<file path="src/rtl/bcu_pkg.sv">
// package for the bridge configuration header upper register bank
package bcu_pkg;

   // configuration byte offsets
   localparam logic [7:0]  OFF_IO_BASE_HIGH    = 8'h30;
   localparam logic [7:0]  OFF_IO_LIMIT_HIGH   = 8'h32;
   localparam logic [7:0]  OFF_CAP_PTR         = 8'h34;
   localparam logic [7:0]  OFF_IRQ_LINE        = 8'h3c;
   localparam logic [7:0]  OFF_IRQ_PIN         = 8'h3d;
   localparam logic [7:0]  OFF_BRIDGE_CTRL     = 8'h3e;

   // reset and hardwired values
   localparam logic [15:0] RST_IO_BASE_HIGH    = 16'h0000;
   localparam logic [15:0] RST_IO_LIMIT_HIGH   = 16'h0000;
   localparam logic [7:0]  VAL_CAP_PTR         = 8'h50;
   localparam logic [7:0]  RST_IRQ_LINE        = 8'hff;
   localparam logic [7:0]  VAL_IRQ_PIN         = 8'h00;
   localparam logic [15:0] RST_BRIDGE_CTRL     = 16'h0000;

   // bridge control field positions
   localparam int          BCTL_RSVD_MSB       = 15;
   localparam int          BCTL_RSVD_LSB       = 12;
   localparam int          BCTL_DT_ERR_EN      = 11;
   localparam int          BCTL_DT_FLAG        = 10;
   localparam int          BCTL_DT_DN_SEL      = 9;
   localparam int          BCTL_DT_UP_SEL      = 8;
   localparam int          BCTL_LOW_MSB        = 7;

   // cycles from request to acknowledge
   localparam int          CFG_ACK_LATENCY     = 1;

   typedef struct packed {
      logic        valid;
      logic        write;
      logic [5:0]  dw_addr;
      logic [3:0]  be;
      logic [31:0] wdata;
   } bcu_cfg_req_t;

   typedef struct packed {
      logic        ack;
      logic        hit;
      logic [31:0] rdata;
   } bcu_cfg_rsp_t;

   typedef struct packed {
      logic [15:0]  io_window_base_high;
      logic [15:0]  io_window_limit_high;
      logic [7:0]   irq_line_scratch;
      bcu_cfg_rsp_t rsp;
      logic         bctl_low_wr;
      logic [7:0]   bctl_low_wdata;
   } bcu_state_t;

   localparam bcu_state_t BCU_STATE_RST = '{
      io_window_base_high:  RST_IO_BASE_HIGH,
      io_window_limit_high: RST_IO_LIMIT_HIGH,
      irq_line_scratch:     RST_IRQ_LINE,
      rsp:                  '{ack: 1'b0, hit: 1'b0, rdata: 32'h0000_0000},
      bctl_low_wr:          1'b0,
      bctl_low_wdata:       RST_BRIDGE_CTRL[7:0]
   };

endpackage

</file>
<file path="src/rtl/bcu_regs.sv">
// upper type-1 header registers: io window high halves, cap pointer, irq bytes, bridge control
`timescale 1ns/1ps

// Contract
// - io window base high half at 30h, read/write, resets to 0000h
// - io window limit high half at 32h, read/write, resets to 0000h
// - byte 34h is read-only and always returns 50h
// - byte 3Ch is read/write scratch, resets to FFh
// - interrupt line byte is storage only, steering nothing
// - byte 3Dh is read-only and returns 00h
// - interrupt pin value never gates forwarded downstream interrupts
// - bridge control at 3Eh, sixteen bits, upper byte reads 00h, low byte reads bctl_low_in and is not reset here
// - bridge control bits 15:12 read as zero
// - bit 11 discard timeout error report enable reads zero
// - bit 10 discard timeout flag reads zero
// - bit 9 downstream discard timeout select reads zero
// - bit 8 upstream discard timeout select reads zero
module bcu_regs
   import bcu_pkg::*;
(
   input  wire logic         core_clk,              // core clock, 250 MHz
   input  wire logic         rst_b,                 // synchronous reset, active low
   input  wire bcu_cfg_req_t cfg_req,               // configuration request
   output bcu_cfg_rsp_t      cfg_rsp,               // configuration answer
   output logic [15:0]       io_window_base_high,   // base high half to window decode
   output logic [15:0]       io_window_limit_high,  // limit high half to window decode
   input  wire logic [7:0]   bctl_low_in,           // bridge control bits 7:0 from owner
   output logic              bctl_low_wr,           // pulse: write to bridge control byte 0
   output logic [7:0]        bctl_low_wdata         // data for that write
);

   localparam logic [5:0] DW_IO_WIN  = OFF_IO_BASE_HIGH[7:2];
   localparam logic [5:0] DW_CAP     = OFF_CAP_PTR[7:2];
   localparam logic [5:0] DW_IRQ_BCT = OFF_IRQ_LINE[7:2];

   bcu_state_t s;
   bcu_state_t next_s;

   // byte-lane merge of a 16-bit field
   function automatic logic [15:0] merge16(input logic [15:0] old,
                                           input logic [15:0] wd,
                                           input logic [1:0]  be);
      logic [15:0] r;
      r = old;
      if (be[0]) begin
         r[7:0] = wd[7:0];
      end
      if (be[1]) begin
         r[15:8] = wd[15:8];
      end
      return r;
   endfunction

   // bridge control as read: upper byte hardwired, lower byte from its owner
   function automatic logic [15:0] bctl_view(input logic [7:0] low);
      logic [15:0] r;
      r = RST_BRIDGE_CTRL;
      r[BCTL_RSVD_MSB:BCTL_RSVD_LSB] = 4'h0;
      r[BCTL_DT_ERR_EN] = 1'b0;
      r[BCTL_DT_FLAG] = 1'b0;
      r[BCTL_DT_DN_SEL] = 1'b0;
      r[BCTL_DT_UP_SEL] = 1'b0;
      r[BCTL_LOW_MSB:0] = low;
      return r;
   endfunction

   always_comb begin
      next_s = s;
      next_s.rsp.ack = cfg_req.valid;
      next_s.rsp.hit = 1'b0;
      next_s.rsp.rdata = 32'h0000_0000;
      next_s.bctl_low_wr = 1'b0;
      if (cfg_req.valid) begin
         case (cfg_req.dw_addr)
            DW_IO_WIN: begin
               next_s.rsp.hit = 1'b1;
               if (cfg_req.write) begin
                  next_s.io_window_base_high =
                     merge16(s.io_window_base_high, cfg_req.wdata[15:0],
                             cfg_req.be[1:0]);
                  next_s.io_window_limit_high =
                     merge16(s.io_window_limit_high, cfg_req.wdata[31:16],
                             cfg_req.be[3:2]);
               end else begin
                  next_s.rsp.rdata = {s.io_window_limit_high, s.io_window_base_high};
               end
            end
            DW_CAP: begin
               next_s.rsp.hit = 1'b1;
               if (!cfg_req.write) begin
                  next_s.rsp.rdata = {24'h00_0000, VAL_CAP_PTR};
               end
            end
            DW_IRQ_BCT: begin
               next_s.rsp.hit = 1'b1;
               if (cfg_req.write) begin
                  if (cfg_req.be[0]) begin
                     next_s.irq_line_scratch = cfg_req.wdata[7:0];
                  end
                  if (cfg_req.be[2]) begin
                     next_s.bctl_low_wr = 1'b1;
                     next_s.bctl_low_wdata = cfg_req.wdata[23:16];
                  end
               end else begin
                  // pin byte is a constant and feeds no forwarding path
                  next_s.rsp.rdata = {bctl_view(bctl_low_in), VAL_IRQ_PIN,
                                      s.irq_line_scratch};
               end
            end
            default: begin
               next_s.rsp.hit = 1'b0;
            end
         endcase
      end
   end

   always_ff @(posedge core_clk) begin
      if (!rst_b) begin
         s <= BCU_STATE_RST;
      end else begin
         s <= next_s;
      end
   end

   // scratch line byte is deliberately not routed anywhere but readback
   assign cfg_rsp              = s.rsp;
   assign io_window_base_high  = s.io_window_base_high;
   assign io_window_limit_high = s.io_window_limit_high;
   assign bctl_low_wr          = s.bctl_low_wr;
   assign bctl_low_wdata       = s.bctl_low_wdata;
endmodule

</file>
<file path="config.mk">
export PLATFORM = sky130hd
export DESIGN_NAME = bcu_regs
export DESIGN_NICKNAME = d
export VERILOG_FILES = /design/src/rtl/bcu_pkg.sv /design/src/rtl/bcu_regs.sv
export SDC_FILE = /design/constraint.sdc
export NUM_CORES = 1
export LEC_CHECK = 0
export ABC_AREA = 1
export BUFFER_PORTS_ARGS = -buffer_cell sky130_fd_sc_hd__buf_2
export CAP_MARGIN = 20
export CORE_UTILIZATION = 53
export CTS_BUF_LIST = sky130_fd_sc_hd__clkbuf_8
export DETAILED_ROUTE_END_ITERATION = 10
export GPL_TIMING_DRIVEN = 0
export PLACE_DENSITY = 0.83
export RECOVER_POWER = 25
export SKIP_CTS_REPAIR_TIMING = 1
export SYNTH_ARGS = -nofsm -noshare
export SYNTH_HDL_FRONTEND = slang
export SYNTH_SLANG_ARGS = --single-unit
export TNS_END_PERCENT = 100
</file>
<file path="constraint.sdc">
create_clock -name core_clk -period 1.4 [get_ports core_clk]
set_input_delay 0.28 -clock core_clk [delete_from_list [all_inputs] [get_ports core_clk]]
set_output_delay 0.28 -clock core_clk [all_outputs]
set_load 0.02 [all_outputs]
</file>
==> metrics.txt <==
# TYPE chip_impl_metric gauge
chip_impl_info{name="run_status",value="complete, no violations"} 1
chip_impl_metric{name="cellLeakagePower",unit="nW"} 2.77
chip_impl_info{name="timing.setup.critical_path_class",value="input port to register"} 1
chip_impl_metric{name="vias_per_inst",unit=""} 4.51
chip_impl_info{name="hold_crit_endpoint",value="bctl_low_wdata[2]"} 1
chip_impl_info{name="worst_hold_path_type",value="input port to register"} 1
chip_impl_metric{name="synthesis.instances",unit=""} 571
chip_impl_metric{name="grt_first_pass_wirelength",unit="mm"} 14.2
chip_impl_metric{name="timing.final.max_slew_violations",unit=""} 0
chip_impl_metric{name="drc",unit=""} 0
chip_impl_metric{name="min_period",unit="ns"} 1.30
chip_impl_metric{name="clock_skew",unit="ns"} 0.00865
chip_impl_metric{name="cellPowerDensity",unit="nW/um^2"} 877
chip_impl_metric{name="cts-htree-levels",unit=""} 3
chip_impl_metric{name="clk_pin_slew_worst_paths",unit="ns"} 0.08
chip_impl_metric{name="synth_compound_area_share",unit="%"} 2.12
chip_impl_metric{name="timing.hold.worst_path_depth",unit=""} 3
chip_impl_info{name="tritoncts",value="yes"} 1
chip_impl_metric{name="grt_overflow_total",unit=""} 0
chip_impl_metric{name="via_count",unit=""} 3668
chip_impl_metric{name="post_synth_xor_xnor_area",unit="%"} 0
chip_impl_metric{name="gr-usage-all-layers",unit="%"} 23.9
chip_impl_metric{name="rrSetupSlack",unit="ns"} 0.56
chip_impl_metric{name="chipWidth",unit="um"} 89.1
chip_impl_metric{name="post_synth_num_cell_types",unit=""} 22
chip_impl_metric{name="tritoncts.num_buffers",unit=""} 9
chip_impl_metric{name="hold_viol_final",unit=""} 0
chip_impl_metric{name="vdd.ir_drop.worst",unit="mV"} 0.780
chip_impl_metric{name="worst_ep_arrival_time",unit="ns"} 1.57
chip_impl_info{name="setup_repair_after_global_routing_missed_its_margin",value="false"} 1
chip_impl_metric{name="average_cell_area_after_synthesis",unit="sq um"} 7.03
chip_impl_info{name="post-synth-top-count-cell",value="sky130_fd_sc_hd__nand2_1"} 1
chip_impl_metric{name="part_of_the_yosys_area_used_for_sequential_elements",unit="%"} 41.4
chip_impl_metric{name="cell_area_reported_after_detailed_placement",unit="sq um"} 4770
chip_impl_metric{name="synth_top_area_share",unit="%"} 41.4
chip_impl_metric{name="fin_nets",unit=""} 763
chip_impl_metric{name="post_route_cells_drive_above_1_share",unit="%"} 32.8
chip_impl_metric{name="number_of_synthesized_register_bits",unit=""} 83
chip_impl_metric{name="number_of_input_and_output_port_buffers_inserted",unit=""} 126
chip_impl_info{name="worstSetupStartpointType",value="input port"} 1
chip_impl_metric{name="fmax",unit="GHz"} 0.768
chip_impl_metric{name="clkSinkCount",unit=""} 83
chip_impl_metric{name="detailed_place_hpwl",unit="mm"} 6.90
chip_impl_metric{name="buffer_levels_on_the_longest_clock_path",unit=""} 2
chip_impl_metric{name="setup-violations-final",unit=""} 0
chip_impl_metric{name="max_cap_violations",unit=""} 0
chip_impl_metric{name="grt_antenna_before_repair",unit=""} 0
chip_impl_metric{name="postSynth.asyncResetShare",unit="%"} 0
chip_impl_metric{name="number_of_global_route_vias_before_repair",unit=""} 3139
chip_impl_info{name="largest_family_of_logic_cells_by_synthesized_area",value="simple AND/OR/NAND/NOR gates"} 1
chip_impl_metric{name="postSynthNetCount",unit=""} 625
chip_impl_metric{name="core.rowCount",unit=""} 31
chip_impl_metric{name="area_delta_synth_final",unit="%"} 23.0
chip_impl_metric{name="core_area",unit="sq um"} 7290
chip_impl_metric{name="area_of_all_placed_cells_without_fillers",unit="sq um"} 4940
chip_impl_metric{name="synth_enable_flop_cells",unit=""} 0
chip_impl_metric{name="yosysWarningCount",unit=""} 0
chip_impl_metric{name="antenna_left",unit=""} 0
chip_impl_info{name="synth_top_area_cell",value="sky130_fd_sc_hd__dfxtp_1"} 1
chip_impl_info{name="clk_root_buffer_cell",value="sky130_fd_sc_hd__clkbuf_8"} 1
chip_impl_info{name="synth_commonest_cells",value="125 x sky130_fd_sc_hd__nand2_1, 112 x sky130_fd_sc_hd__inv_1, 83 x sky130_fd_sc_hd__dfxtp_1"} 1
chip_impl_metric{name="die_h",unit="um"} 89.1
chip_impl_metric{name="timing.critical_path.fanout_max",unit=""} 10
chip_impl_metric{name="yosys-mux-area-fraction",unit="%"} 0
chip_impl_metric{name="grt_start_max_net_pins",unit=""} 14
chip_impl_metric{name="post_synth_and_or_nand_nor_area_fraction",unit="%"} 28.9
chip_impl_metric{name="design_power_total",unit="mW"} 4.33
chip_impl_metric{name="gp_routability_congestion",unit=""} 0.812
chip_impl_metric{name="post_synth_fa_ha_maj_area_fraction",unit="%"} 0
chip_impl_info{name="synth_top_cells_by_area",value="sky130_fd_sc_hd__dfxtp_1 41%, sky130_fd_sc_hd__buf_4 15%, sky130_fd_sc_hd__nand2_1 12%, sky130_fd_sc_hd__inv_1 10%, sky130_fd_sc_hd__nor2_1 5.3%"} 1
chip_impl_metric{name="max_slew_margin",unit="%"} 62.3
chip_impl_metric{name="clock_latency",unit="ns"} 0.35
chip_impl_metric{name="num_io_pins",unit=""} 129
chip_impl_info{name="synthFlopType",value="sky130_fd_sc_hd__dfxtp_1"} 1
chip_impl_metric{name="antennaDiodeCount",unit=""} 0
chip_impl_metric{name="tightest_slew",unit="ns"} 0.566
chip_impl_metric{name="floorplan.initialDensity",unit="%"} 55.1
chip_impl_metric{name="syn-cell-area",unit="sq um"} 4020
chip_impl_metric{name="fin_tns_setup",unit="ns"} 0
chip_impl_info{name="worst_setup_path_end_kind",value="register"} 1
chip_impl_metric{name="routed_wirelength",unit="mm"} 9.16
chip_impl_metric{name="period_share",unit="%"} 93.1
chip_impl_metric{name="post_drt_wl_per_cell",unit="um"} 11.3
chip_impl_metric{name="drtPass1Iterations",unit=""} 7
chip_impl_metric{name="floorplan.die_area",unit="sq um"} 7930
chip_impl_metric{name="drt_iter0_markers",unit=""} 132
chip_impl_metric{name="critPathRequiredTime",unit="ns"} 1.67
chip_impl_info{name="terminus_of_the_critical_flop_to_flop_path",value="cfg_rsp[6]"} 1
chip_impl_info{name="reg2reg_start",value="io_window_base_high[6]"} 1
chip_impl_info{name="worst_hold_startpoint",value="cfg_req[18]"} 1
chip_impl_metric{name="reg2regPathDepth",unit=""} 4
[per-layer routing]
layer	vias to the layer above	global-route usage [%]	share of wire, %
met3	23	3.32	5.5
met5	-	0	0
met1	1624	28.6	41
li1	1896	-	-
met2	125	42.2	51
met4	0	11.8	2.8
[worst max-delay path by stage]
stage / startpoint / to / slack (ns) / cells after the start
global placement: cfg_req[39] / io_window_base_high[7] / -0.16 / 7
floorplan: cfg_req[41] / io_window_base_high[0] / 0.22 / 7
global route: cfg_req[38] / cfg_rsp[6] / 0.02 / 8
finish: cfg_req[38] / cfg_rsp[6] / 0.1 / 8
CTS: io_window_limit_high[1] / io_window_limit_high[1] / 0.12 / 2
detailed placement: cfg_req[38] / io_window_base_high[1] / -0.22 / 7
[placed cells by master (no fill, tap or decap), types with 10 or more instances in the layout]
master and n:
sky130_fd_sc_hd__buf_2 121, sky130_fd_sc_hd__clkbuf_1 13, sky130_fd_sc_hd__nand2_1 125, sky130_fd_sc_hd__clkbuf_8 10
sky130_fd_sc_hd__a21oi_1 17, sky130_fd_sc_hd__nand4_1 13, sky130_fd_sc_hd__inv_1 114, sky130_fd_sc_hd__dfxtp_1 83
sky130_fd_sc_hd__nor2_1 57, sky130_fd_sc_hd__nand3_1 41, sky130_fd_sc_hd__nor3_1 11, sky130_fd_sc_hd__buf_4 80
[sequential cells by signal, summed over array words and instances, names as in the netlist]
| signal | cells |
|---|---|
| bctl_low_wdata | 8 |
| bctl_low_wr | 1 |
| cfg_rsp | 34 |
| io_window_base_high | 16 |
| io_window_limit_high | 16 |
| s | 8 |
[per-stage QoR]
step	cells	hold slack, ns	worst slack (ns)	utilization, %
after CTS	812	0.157	0.117	68.1
after global placement	796	0.439	-0.165	65.4
after floorplan	571	0.415	0.225	-
after detailed placement	796	0.443	-0.222	65.4
final	813	0.166	0.0972	67.7
after global routing	813	0.162	0.0225	67.7
[worst max-delay path: stages]
cell	delay, ns
sky130_fd_sc_hd__buf_2	0.08
sky130_fd_sc_hd__nand2_1	0.14
sky130_fd_sc_hd__nor2_1	0.34
sky130_fd_sc_hd__nand2_1	0.10
sky130_fd_sc_hd__inv_1	0.09
sky130_fd_sc_hd__nand2_2	0.12
sky130_fd_sc_hd__buf_2	0.22
sky130_fd_sc_hd__a21oi_1	0.19
[cell type report]
class / instances / area [sq um]
Multi-Input combinational cell: 277 / 1230
Clock inverter: 6 / 56.3
Sequential cell: 83 / 1660
Inverter: 118 / 443
Tap cell: 99 / 124
Fill cell: 673 / 2350
Buffer: 93 / 662
Timing Repair Buffer: 127 / 627
Clock buffer: 10 / 138
[cell families (layout without fill, tap and decap cells)]
kind of cell           count (synthesis)  in the layout
AO/OA/AOI/OAI                         17             17
AND/OR/NAND/NOR                      260            260
buffers and inverters                211            354
flip-flops                            83             83
[power by group]
group / switching (mW) / internal (mW) / total [mW] / leakage [nW]
logic: 0.170 / 0.100 / 0.270 / 2.00
clock network: 0.839 / 0.857 / 1.70 / 0.103
registers: 0.00241 / 2.36 / 2.37 / 0.669
total: 1.01 / 3.32 / 4.33 / 2.77
Power figures use the tool's default switching activity.
